<file path="config.mk">
export PLATFORM = sky130hd
export DESIGN_NAME = ctu_top
export DESIGN_NICKNAME = d
export VERILOG_FILES = /design/src/hw/ctu_pkg.sv /design/src/hw/ctu_top.sv /design/src/hw/ctu_sync.sv /design/src/hw/ctu_edge_detect.sv
export SDC_FILE = /design/constraint.sdc
export NUM_CORES = 1
export LEC_CHECK = 0
export BUFFER_PORTS_ARGS = -buffer_cell sky130_fd_sc_hd__clkbuf_2
export CORE_ASPECT_RATIO = 0.75
export CORE_MARGIN = 3
export CORE_UTILIZATION = 47
export DETAILED_ROUTE_END_ITERATION = 10
export HOLD_SLACK_MARGIN = 0.15
export PLACE_DENSITY = 0.73
export SLEW_MARGIN = 15
export SYNTH_ARGS = -nofsm -noshare
export SYNTH_HDL_FRONTEND = slang
export SYNTH_SLANG_ARGS = --single-unit
</file>
<file path="constraint.sdc">
create_clock -name clk -period 1.8 [get_ports clk]
set_clock_uncertainty 0.05 [all_clocks]
set_input_delay 0.36 -clock clk [delete_from_list [all_inputs] [get_ports clk]]
set_output_delay 0.36 -clock clk [all_outputs]
set_load 0.01 [all_outputs]
</file>
<file path="src/hw/ctu_pkg.sv">
package ctu_pkg;
  // Register offsets (word index on the plain port)
  localparam logic [2:0] ADDR_CTRL_ONE   = 3'h0;
  localparam logic [2:0] ADDR_CTRL_TWO   = 3'h1;
  localparam logic [2:0] ADDR_CUR_CTRL   = 3'h2;
  localparam logic [2:0] ADDR_IRQ_STATUS = 3'h3;
  localparam logic [2:0] ADDR_IRQ_ENABLE = 3'h4;
  localparam logic [2:0] ADDR_IRQ_CLEAR  = 3'h5;
  // Control one fields
  localparam int UNIT_ENABLE_BIT  = 15;
  localparam int IDLE_STOP_BIT    = 13;
  localparam int TIME_GEN_BIT     = 12;
  localparam int HW_EDGE_BIT      = 11;
  localparam int EDGE_SEQ_BIT     = 10;
  localparam int DISCHARGE_BIT    = 9;
  localparam int CONV_TRIG_BIT    = 8;
  localparam logic [15:0] CTRL_ONE_MASK = 16'hBF00;
  // Control two fields
  localparam int FIRST_MODE_BIT   = 15;
  localparam int FIRST_POL_BIT    = 14;
  localparam int FIRST_SEL_LSB    = 10;
  localparam int SECOND_STAT_BIT  = 9;
  localparam int FIRST_STAT_BIT   = 8;
  localparam int SECOND_MODE_BIT  = 7;
  localparam int SECOND_POL_BIT   = 6;
  localparam int SECOND_SEL_LSB   = 2;
  localparam logic [15:0] CTRL_TWO_MASK = 16'hFFFC;
  // Current control fields
  localparam int TRIM_LSB         = 10;
  localparam int RANGE_LSB        = 8;
  localparam logic [15:0] CUR_CTRL_MASK = 16'hFF00;
  // Interrupt bits: first edge, second edge
  localparam int IRQ_WIDTH        = 2;
  localparam logic [15:0] RESET_VALUE = 16'h0000;
  // Source select codes
  localparam logic [3:0] SRC_TIMER   = 4'h0;
  localparam logic [3:0] SRC_COMPARE = 4'h1;
  localparam logic [3:0] SRC_PIN_ONE = 4'h2;
  localparam logic [3:0] SRC_PIN_TWO = 4'h3;
endpackage

</file>
<file path="src/hw/ctu_top.sv">
// What this block does
// - Apart from the discharge, trim, range and interrupt outputs, the unit works only while the unit enable bit is set.
// - With idle stop set, all but the discharge, trim, range and interrupt outputs halt while the device is idle.
// - Time generation enable turns edge delay generation on or off.
// - Hardware edge enable picks hardware sources; otherwise software writes status bits.
// - Edge sequencing blocks a second edge until the first edge occurred.
// - Discharge bit grounds the current source output.
// - Conversion trigger bit lets the unit start an ADC conversion.
// - Each edge has a sampling mode bit: edge when set, level when clear.
// - Each edge has a polarity bit: positive when set, negative when clear.
// - Four-bit source select: timer, compare module, two pins; others reserved.
// - Hardware sets status bits on edges; software may write them directly.
// - Six-bit trim field steps current by two percent, signed.
// - Equal status bits with time generation on keep source on, shunted.
// - Channel zero switch closes while the discharge bit is one.
// - Unimplemented register bits read zero and ignore writes.
`timescale 1ns/1ps
module ctu_top (
  // Clock and reset
  input  wire logic        clk,
  input  wire logic        rstn,
  // Register port
  input  wire logic [2:0]  regAddr,
  input  wire logic [15:0] regWdata,
  input  wire logic        regWrite,
  input  wire logic        regRead,
  output logic      [15:0] regRdata,
  // Device state
  input  wire logic        deviceIdle,
  // Edge sources
  input  wire logic        timerOneEvent,
  input  wire logic        compareModuleOne,
  input  wire logic        edgePinOne,
  input  wire logic        edgePinTwo,
  // Analog controls
  output logic             sourceEnable,
  output logic             sourceShunt,
  output logic             sourceGround,
  output logic             adcChannelZeroSwitch,
  output logic [5:0]       currentTrim,
  output logic [1:0]       currentRange,
  output logic             adcStartTrigger,
  // Interrupt
  output logic             irq
);
  //////////////////////////////////////////////////////////////////////////////
  // Registers
  logic [15:0] ctrlOne;
  logic [15:0] ctrlTwo;
  logic [15:0] curCtrl;
  logic [15:0] next_ctrlOne;
  logic [15:0] next_ctrlTwo;
  logic [15:0] next_curCtrl;
  logic [ctu_pkg::IRQ_WIDTH-1:0] irqStatus;
  logic [ctu_pkg::IRQ_WIDTH-1:0] irqEnable;
  logic [ctu_pkg::IRQ_WIDTH-1:0] next_irqStatus;
  logic [ctu_pkg::IRQ_WIDTH-1:0] next_irqEnable;
  logic [15:0] next_regRdata;
  logic        statOne;
  logic        statTwo;
  logic        next_statOne;
  logic        next_statTwo;
  logic        next_adcStartTrigger;

  //////////////////////////////////////////////////////////////////////////////
  // Source synchronisers and selection
  logic [3:0] rawSrc;
  logic [3:0] syncSrc;
  logic       selOne;
  logic       selTwo;
  logic       hitOne;
  logic       hitTwo;
  logic       srcOkOne;
  logic       srcOkTwo;

  assign rawSrc = {edgePinTwo, edgePinOne, compareModuleOne, timerOneEvent};

  // Pins and other-domain events get two flops before use
  ctu_sync #(
    .WIDTH (4)
  ) u_sync (
    .clk    (clk),
    .rstn   (rstn),
    .async  (rawSrc),
    .synced (syncSrc)
  );

  function automatic logic pickSource(input logic [3:0] sel, input logic [3:0] src);
    logic r;
    r = 1'b0;
    case (sel)
      ctu_pkg::SRC_TIMER:   r = src[0];
      ctu_pkg::SRC_COMPARE: r = src[1];
      ctu_pkg::SRC_PIN_ONE: r = src[2];
      ctu_pkg::SRC_PIN_TWO: r = src[3];
      default:              r = 1'b0;   // Reserved codes never fire
    endcase
    return r;
  endfunction

  assign selOne = pickSource(ctrlTwo[ctu_pkg::FIRST_SEL_LSB +: 4], syncSrc);
  assign selTwo = pickSource(ctrlTwo[ctu_pkg::SECOND_SEL_LSB +: 4], syncSrc);
  // Reserved codes select nothing, even where level sensing would take the idle low
  assign srcOkOne = ctrlTwo[ctu_pkg::FIRST_SEL_LSB + 2 +: 2] == 2'b00;
  assign srcOkTwo = ctrlTwo[ctu_pkg::SECOND_SEL_LSB + 2 +: 2] == 2'b00;

  ctu_edge_detect u_edgeOne (
    .clk      (clk),
    .rstn     (rstn),
    .edgeMode (ctrlTwo[ctu_pkg::FIRST_MODE_BIT]),
    .polarity (ctrlTwo[ctu_pkg::FIRST_POL_BIT]),
    .level    (selOne),
    .hit      (hitOne)
  );

  ctu_edge_detect u_edgeTwo (
    .clk      (clk),
    .rstn     (rstn),
    .edgeMode (ctrlTwo[ctu_pkg::SECOND_MODE_BIT]),
    .polarity (ctrlTwo[ctu_pkg::SECOND_POL_BIT]),
    .level    (selTwo),
    .hit      (hitTwo)
  );

  //////////////////////////////////////////////////////////////////////////////
  // Operating state
  logic running;
  logic hwEdges;
  logic acceptOne;
  logic acceptTwo;
  logic wrOne;
  logic wrTwo;
  logic wrCur;

  assign running = ctrlOne[ctu_pkg::UNIT_ENABLE_BIT]
                 & ~(ctrlOne[ctu_pkg::IDLE_STOP_BIT] & deviceIdle);
  assign hwEdges = running & ctrlOne[ctu_pkg::HW_EDGE_BIT];
  assign acceptOne = hwEdges & hitOne & srcOkOne;
  // Second edge waits for the first when sequencing is on
  assign acceptTwo = hwEdges & hitTwo & srcOkTwo
                   & (~ctrlOne[ctu_pkg::EDGE_SEQ_BIT] | statOne | acceptOne);
  assign wrOne = regWrite & (regAddr == ctu_pkg::ADDR_CTRL_ONE);
  assign wrTwo = regWrite & (regAddr == ctu_pkg::ADDR_CTRL_TWO);
  assign wrCur = regWrite & (regAddr == ctu_pkg::ADDR_CUR_CTRL);

  //////////////////////////////////////////////////////////////////////////////
  // Register file and edge status
  always_comb begin
    next_ctrlOne   = ctrlOne;
    next_ctrlTwo   = ctrlTwo;
    next_curCtrl   = curCtrl;
    next_irqEnable = irqEnable;
    next_statOne   = statOne;
    next_statTwo   = statTwo;
    if (wrOne) begin
      next_ctrlOne = regWdata & ctu_pkg::CTRL_ONE_MASK;
    end
    if (wrTwo) begin
      next_ctrlTwo = regWdata & ctu_pkg::CTRL_TWO_MASK;
      next_statOne = regWdata[ctu_pkg::FIRST_STAT_BIT];
      next_statTwo = regWdata[ctu_pkg::SECOND_STAT_BIT];
    end
    if (wrCur) begin
      next_curCtrl = regWdata & ctu_pkg::CUR_CTRL_MASK;
    end
    if (regWrite && regAddr == ctu_pkg::ADDR_IRQ_ENABLE) begin
      next_irqEnable = regWdata[ctu_pkg::IRQ_WIDTH-1:0];
    end
    // Hardware edges win over a same-cycle software write
    if (acceptOne) begin
      next_statOne = 1'b1;
    end
    if (acceptTwo) begin
      next_statTwo = 1'b1;
    end
  end

  // Interrupt status: set wins over clear
  always_comb begin
    next_irqStatus = irqStatus;
    if (regWrite && regAddr == ctu_pkg::ADDR_IRQ_CLEAR) begin
      next_irqStatus = irqStatus & ~regWdata[ctu_pkg::IRQ_WIDTH-1:0];
    end
    next_irqStatus = next_irqStatus | {acceptTwo, acceptOne};
  end

  // Read data one cycle after the strobe, zero otherwise
  always_comb begin
    next_regRdata = 16'h0000;
    if (regRead) begin
      case (regAddr)
        ctu_pkg::ADDR_CTRL_ONE: next_regRdata = ctrlOne;
        ctu_pkg::ADDR_CTRL_TWO: begin
          next_regRdata = ctrlTwo;
          next_regRdata[ctu_pkg::FIRST_STAT_BIT]  = statOne;
          next_regRdata[ctu_pkg::SECOND_STAT_BIT] = statTwo;
        end
        ctu_pkg::ADDR_CUR_CTRL:   next_regRdata = curCtrl;
        ctu_pkg::ADDR_IRQ_STATUS: next_regRdata = {14'h0000, irqStatus};
        ctu_pkg::ADDR_IRQ_ENABLE: next_regRdata = {14'h0000, irqEnable};
        default:                  next_regRdata = 16'h0000;
      endcase
    end
  end

  //////////////////////////////////////////////////////////////////////////////
  // Analog controls
  logic timeGen;
  logic oneSet;
  logic bothDone;
  logic prevBothDone;
  logic next_prevBothDone;

  assign timeGen  = running & ctrlOne[ctu_pkg::TIME_GEN_BIT];
  assign oneSet   = statOne ^ statTwo;
  assign bothDone = statOne & statTwo;

  always_comb begin
    next_prevBothDone    = bothDone;
    // One-cycle start pulse when the timed interval closes
    next_adcStartTrigger = running & ctrlOne[ctu_pkg::CONV_TRIG_BIT]
                         & bothDone & ~prevBothDone;
  end

  always_comb begin
    // Current flows between edges; with time generation it stays on, shunted
    sourceEnable = running & (oneSet | timeGen);
    sourceShunt  = timeGen & ~oneSet;
    sourceGround = ctrlOne[ctu_pkg::DISCHARGE_BIT];
    adcChannelZeroSwitch = ctrlOne[ctu_pkg::DISCHARGE_BIT];
    currentTrim  = curCtrl[ctu_pkg::TRIM_LSB +: 6];
    currentRange = curCtrl[ctu_pkg::RANGE_LSB +: 2];
    irq          = |(irqStatus & irqEnable);
  end

  always_ff @(posedge clk) begin
    if (!rstn) begin
      ctrlOne         <= ctu_pkg::RESET_VALUE;
      ctrlTwo         <= ctu_pkg::RESET_VALUE;
      curCtrl         <= ctu_pkg::RESET_VALUE;
      irqStatus       <= '0;
      irqEnable       <= '0;
      statOne         <= 1'b0;
      statTwo         <= 1'b0;
      regRdata        <= 16'h0000;
      prevBothDone    <= 1'b0;
      adcStartTrigger <= 1'b0;
    end else begin
      ctrlOne         <= next_ctrlOne;
      ctrlTwo         <= next_ctrlTwo;
      curCtrl         <= next_curCtrl;
      irqStatus       <= next_irqStatus;
      irqEnable       <= next_irqEnable;
      statOne         <= next_statOne;
      statTwo         <= next_statTwo;
      regRdata        <= next_regRdata;
      prevBothDone    <= next_prevBothDone;
      adcStartTrigger <= next_adcStartTrigger;
    end
  end
endmodule

</file>
<file path="src/hw/ctu_sync.sv">
`timescale 1ns/1ps
module ctu_sync #(
  parameter int WIDTH = 1
) (
  // Clock and reset
  input  wire logic             clk,
  input  wire logic             rstn,
  // Data
  input  wire logic [WIDTH-1:0] async,
  output logic      [WIDTH-1:0] synced
);
  logic [WIDTH-1:0] stageOne;
  logic [WIDTH-1:0] next_stageOne;
  logic [WIDTH-1:0] next_synced;

  always_comb begin
    next_stageOne = async;
    next_synced   = stageOne;
  end

  always_ff @(posedge clk) begin
    if (!rstn) begin
      stageOne <= '0;
      synced   <= '0;
    end else begin
      stageOne <= next_stageOne;
      synced   <= next_synced;
    end
  end
endmodule

</file>
<file path="src/hw/ctu_edge_detect.sv">
`timescale 1ns/1ps
module ctu_edge_detect (
  // Clock and reset
  input  wire logic clk,
  input  wire logic rstn,
  // Configuration
  input  wire logic edgeMode,
  input  wire logic polarity,
  // Source
  input  wire logic level,
  output logic      hit
);
  logic prevLevel;
  logic next_prevLevel;
  logic active;

  always_comb begin
    next_prevLevel = level;
    active         = polarity ? level : ~level;
    // Edge mode: transition toward the active level; level mode: active level
    if (edgeMode) begin
      hit = polarity ? (level & ~prevLevel) : (~level & prevLevel);
    end else begin
      hit = active;
    end
  end

  always_ff @(posedge clk) begin
    if (!rstn) begin
      prevLevel <= 1'b0;
    end else begin
      prevLevel <= next_prevLevel;
    end
  end
endmodule

</file>
Word level (Yosys, flattened, before mapping) --
Cells that the tools add are included.
Cells by class: add/sub/neg operators 0, multipliers 0, divide/modulo/power cells 0, $lt $le $gt $ge 0, equality and inequality tests 11, shift operators 0, muxes and demuxes 14, bitwise operators 38, reductions and logical operators 11
Operator list (count):
- case mux 16 bit (5 select lines) | 1
- AND 1 bit | 22
- equality test 4 x 2 -> 1 bit, second input constant | 4
- two-way mux 1 bit | 10
- equality test 4 x 1 -> 1 bit, second input constant | 2
- logical NOT 4 bit | 2
- NOT 1 bit | 8
- case mux 1 bit (4 select lines) | 2
- equality test 3 x 2 -> 1 bit, second input constant | 2
- equality test 3 bit, second input constant | 2
- AND 2 bit | 2
- logical NOT 2 bit | 2
- nonzero test 2 bit | 2
- equality test 3 x 1 -> 1 bit, second input constant | 1
- logical NOT 3 bit | 1
- OR 1 bit | 3
- logical AND 1 bit | 2
- two-way mux 2 bit | 1
- NOT 2 bit | 1
- OR 2 bit | 1
- AND reduction 2 bit | 1
- OR reduction 2 bit | 1
- bitwise XOR 1 bit | 1
Storage, ports and cells: flip-flop bits (word level) 63, latch bits 0, memory bits (writable) 0, memory bits (read-only) 0, bits of input ports 28, output and inout port bits 30, word-level logic and storage cells 88, memories kept 0

Depth between registers and ports, before layout --
word-level depth 11, mapped depth 7, mapped depth without buffers 4

Cells and area by module --
Synthesis repeated with hierarchy kept, for this count alone.
Unflattened totals: cells, all modules 237, area, all modules 2366.0 sq um
By module, submodules not included:
- ctu_top | instances 1, cells each 209, area each 2048.2 sq um, seq. area each 1021.0 sq um
- ctu_sync | instances 1, cells each 16, area each 210.2 sq um, seq. area each 160.2 sq um
- ctu_edge_detect | instances 2, cells each 6, area each 53.8 sq um, seq. area each 20.0 sq um

Worst setup path after synthesis --
No wires, ideal clock.
kind reg-to-reg, start point reg ctrlTwo[10], end point reg statTwo, setup time 0.125 ns, data arrival time 1.356 ns, required time 1.625 ns, path slack 0.269 ns, cell stages (with the launch flop) 5, path buffers 0, period minus slack after synthesis 1.531 ns, path through dfxtp_1 mux4_2 xnor2_2 a41oi_1 o22ai_1
Between the ends: longest elaborated chain between the ends 11, elaborated cells on any way between the ends 17, classes of those cells eq/ne: 3; mux: 5; bitwise: 7; reduce/logical: 2
Ends and longest elaborated chain:
- from (decl) | RTL line ctu_top.sv:49 | logic [15:0] ctrlTwo;
- from (signal assigned) | RTL line ctu_top.sv:239 | ctrlTwo <= ctu_pkg::RESET_VALUE;
- from (signal assigned) | RTL line ctu_top.sv:250 | ctrlTwo <= next_ctrlTwo;
- equality test 4 x 2 -> 1 bit, or another cell as far along | RTL line ctu_top.sv:91 | case (sel)
- case mux 1 bit (4 select lines) (*) | RTL line ctu_top.sv:91
- NOT 1 bit | RTL line ctu_edge_detect.sv:19, ctu_edge_detect.sv:22
- AND 1 bit | RTL line ctu_edge_detect.sv:22 | hit = polarity ? (level & ~prevLevel) : (~level & prevLevel);
- two-way mux 1 bit | RTL line ctu_edge_detect.sv:22
- two-way mux 1 bit (*) | RTL line ctu_edge_detect.sv:21 | if (edgeMode) begin
- AND 1 bit (*) (2 in series) | RTL line ctu_top.sv:138 | assign acceptOne = hwEdges & hitOne & srcOkOne;
- OR 1 bit (*) | RTL line ctu_top.sv:141 | & (~ctrlOne[ctu_pkg::EDGE_SEQ_BIT] | statOne | acceptOne);
- AND 1 bit (*) | RTL line ctu_top.sv:141
- two-way mux 1 bit / nonzero test 2 bit (equally long branches)
- to (signal assigned) | RTL line ctu_top.sv:255 | statTwo <= next_statTwo;
- to (decl) | RTL line ctu_top.sv:60 | logic statTwo;
Mark *: on every way between the ends. The rest lies on a longest branch, timed or not. A chain may end at the register's enable or synchronous reset.

Final worst setup path --
start point reg statTwo, end point out sourceShunt
Between the ends: longest elaborated chain between the ends 3
Ends and longest elaborated chain:
- bitwise XOR 1 bit | RTL line ctu_top.sv:215 | assign oneSet = statOne ^ statTwo;
- NOT 1 bit | RTL line ctu_top.sv:228 | sourceShunt = timeGen & ~oneSet;
- AND 1 bit | RTL line ctu_top.sv:228
- to (decl) | RTL line ctu_top.sv:37 | output logic sourceShunt,
Every way passes these cells.

==> reports/metrics.csv <==
stage,metric,value,unit
status,status,"finished, final reports clean",
worst_hold_path,min_to,u_sync.next_synced[0],
run,drv_cap,0,
placed_design,placedCellCount,368,
clock_network,numCtsBuffers,9,
critical_path,critPathMaxFanout,3,
clock_network,htreeDepth,3,
logic_synthesis,ys_dominant_reg_cell,dfxtp_1,
sta,hold_violations,0,
placed_design,hpwl,3.93,mm
detailed_routing,routedWlPerCell,13.9,um
grt,antenna_found_initial,0,
placed_design,place.gp.congestion,0.789,
critical_path,crit_path_cell_trace,ha_1 -> nor3b_2 -> buf_2,
detailed_routing,finalWirelength,5.32,mm
grt,grt_overflow_total,0,
power,worst_ir_drop_vdd,0.607,mV
critical_path,end_kind,output port,
die,die_w,87.2,um
detailed_routing,vias,1979,
die,core_area,4620,um^2
die,die-area,5830,um^2
placed_design,port_buffers,57,
logic_synthesis,syn_inst,259,
critical_path,crit_path_max_incr_delay,0.34,ns
sta,finalSetupViolCount,0,
final_layout,drive_above_1_share,0.267,
final_layout,n_fill_cell,424,
critical_path,crit_slowest_cell,dfxtp_2,
detailed_routing,drtPass1Iterations,4,
critical_path,criticalPathCategory,register to output port,
sta,fin_tns_setup,0,ns
die,die_h,66.9,um
sta,final.min_clock_period,1.73,ns
clock_network,cts_tree,built,
power,powerDensity,896,nW/um^2
sta,fmax,577,MHz
final_layout,area_growth,22.6,%
final_layout,fin_nets,351,
die,start_util,0.502,
logic_synthesis,synth_warnings,0,
critical_path,worst_setup_path_start_kind,register,
worst_hold_path,min_path_type,primary input to register,
logic_synthesis,async_flop_share,0,
logic_synthesis,synth_edf_count,0,
power,p_leak,1.18,nW
grt,grt_pass1_vias,1814,
critical_path,rr_worst_depth,4,
clock_network,post_cts_buffers,0,
worst_hold_path,hold_depth,2,
critical_path,r2r_end,statTwo,
worst_hold_path,min-delay-start,timerOneEvent,
logic_synthesis,synth.distinct_cells,36,
detailed_routing,vias_per_cell,5.17,
critical_path,arrival,1.32,ns
clock_network,cts_sinks,61,
final_layout,diodes,0,
logic_synthesis,syn_nets,288,
die,placementRows,21,
final_layout,fin_cells,383,
clock_network,cts.clk_slew.worst_paths,0.06,ns
clock_network,insertion_delay,0.34,ns
sta,finalCritPeriodShare,0.962,
grt,grt_pass1_wl,8.71,mm
grt,grt_max_degree,33,
die,io-pin-count,58,
clock_network,root_buffer,clkbuf_8,
critical_path,r2r-start,ctrlTwo[10],
critical_path,reg2reg_setup_slack,0.15,ns
clock_network,cts_buffer_depth,2,
detailed_routing,drtIter0Drc,136,
sta,grt_setup_unrepaired,no,
sta,worstMarginPinSlew,0.503,ns
logic_synthesis,synth_area,2320,um^2
grt,grt_usage,0.202,
logic_synthesis,ys_seq_elements,61,
logic_synthesis,yosysSeqAreaShare,0.526,
logic_synthesis,synth_area_per_cell,8.97,um^2
power,power,2.55,mW
detailed_routing,drcViolationCount,0,
sta,max_slew_margin,0.664,
sta,slew_violations,0,
critical_path,crit_required,1.39,ns
detailed_routing,ant_nets,0,
-- synth_stat cells (all sizes together) (2+ instances only) --
library cell  instances  share of area
a21oi                31          0.067
a32oi                 2         0.0075
and2                 17          0.046
and3                  4          0.011
buf                   7          0.017
clkbuf                7          0.011
dfxtp                61           0.53
mux2i                15          0.065
mux4                  2          0.019
nand2                52          0.084
nand2b                3         0.0081
nand3                 2         0.0043
nand4                 3         0.0081
nor2                 29          0.047
nor2b                 3         0.0081
nor3                  3          0.011
nor3b                 2         0.0065
o21ai                 3         0.0065
xnor2                 2          0.011
-- repair_timing --
action / in CTS / in global routing
hold buffers: 0 / 0
gates resized for setup: 1 / 3
endpoints found under the setup margin: 1 / 1
pin swaps: 0 / 1
-- cells in the final DEF, fill, tap and decap left out, types with 9 or more instances in the layout --
cell	netlist	routed
nand2_1	52	52
clkbuf_2	0	56
and2_1	17	17
buf_4	2	9
clkbuf_8	0	10
nor2_1	29	29
mux2i_1	15	15
dfxtp_1	61	59
a21oi_1	31	31
-- stage by stage --
stage / util / hold WS [ns] / worst slack (ns) / area [um^2]
floorplan: - / 0.323 / 0.269 / 2320
finish: 0.616 / 0.179 / 0.0681 / 2850
CTS: 0.616 / 0.163 / 0.0208 / 2850
global placement: 0.580 / 0.339 / 0.229 / 2680
global route: 0.616 / 0.176 / 0.0143 / 2850
detailed placement: 0.580 / 0.334 / 0.152 / 2680
-- per-layer routing --
metal	wire length, um	track usage	share of wire
met1	2560	0.269	0.48
met2	2280	0.292	0.43
met3	383	0.0766	0.072
met4	102	0.0843	0.019
met5	0	0	0
-- critical path, delay by kind of cell (launching register included) --
family	cells	cell delay, ns
flip-flops	1	0.34
adder cells (fa/ha/maj)	1	0.32
AND/OR/NAND/NOR	1	0.19
buffers and inverters	1	0.15
-- sequential cells by signal (all words and copies together) (netlist names) --
name and flops:
prevBothDone 1, statOne 1, ctrlTwo 12, u_sync.next_synced 4, regRdata 16, u_edgeTwo.prevLevel 1
irqStatus 2, u_sync.synced 4, statTwo 1, u_edgeOne.prevLevel 1, curCtrl 8, ctrlOne 7
adcStartTrigger 1, irqEnable 2
-- kinds of logic after synthesis --
logic type,after synthesis,synth area share
buffers and inverters,15,0.0296
and+or+nand+nor,122,0.248
AOI/OAI and AO/OA,41,0.0969
xor gates and xnor gates,2,0.0108
muxes,17,0.0840
adders and majority gates,1,0.00538
DFF,61,0.526
-- how the worst max path moves through the flow --
stage | endpoint | slack [ns] | startpoint | depth (start not counted)
final | sourceShunt | 0.07 | statTwo | 3
after detailed placement | statTwo | 0.15 | ctrlTwo[10] | 4
after global routing | sourceShunt | 0.01 | statTwo | 3
after floorplan | statTwo | 0.27 | ctrlTwo[10] | 4
after global placement | statTwo | 0.23 | ctrlTwo[10] | 4
after CTS | sourceShunt | 0.02 | statOne | 3
-- power by group --
| part | total, mW | switching, mW | internal (mW) |
|---|---|---|---|
| Sequential | 1.39 | 0.0163 | 1.38 |
| Combinational | 0.171 | 0.0983 | 0.0728 |
| Clock | 0.990 | 0.465 | 0.525 |
| Total | 2.55 | 0.580 | 1.97 |
-- layout make-up --
cell class | count | area [um^2] | share of cell area
flip-flops and latches | 61 | 1220 | 0.430
multi-input cells | 183 | 1040 | 0.365
repair buffers | 66 | 353 | 0.124
clock buffers | 13 | 149 | 0.0523
well taps | 57 | 71.3 | 0.0250
clock inverters | 2 | 10.0 | 0.00351
inverters | 1 | 3.75 | 0.00132
Note: power is estimated with default switching activity, not from simulation.
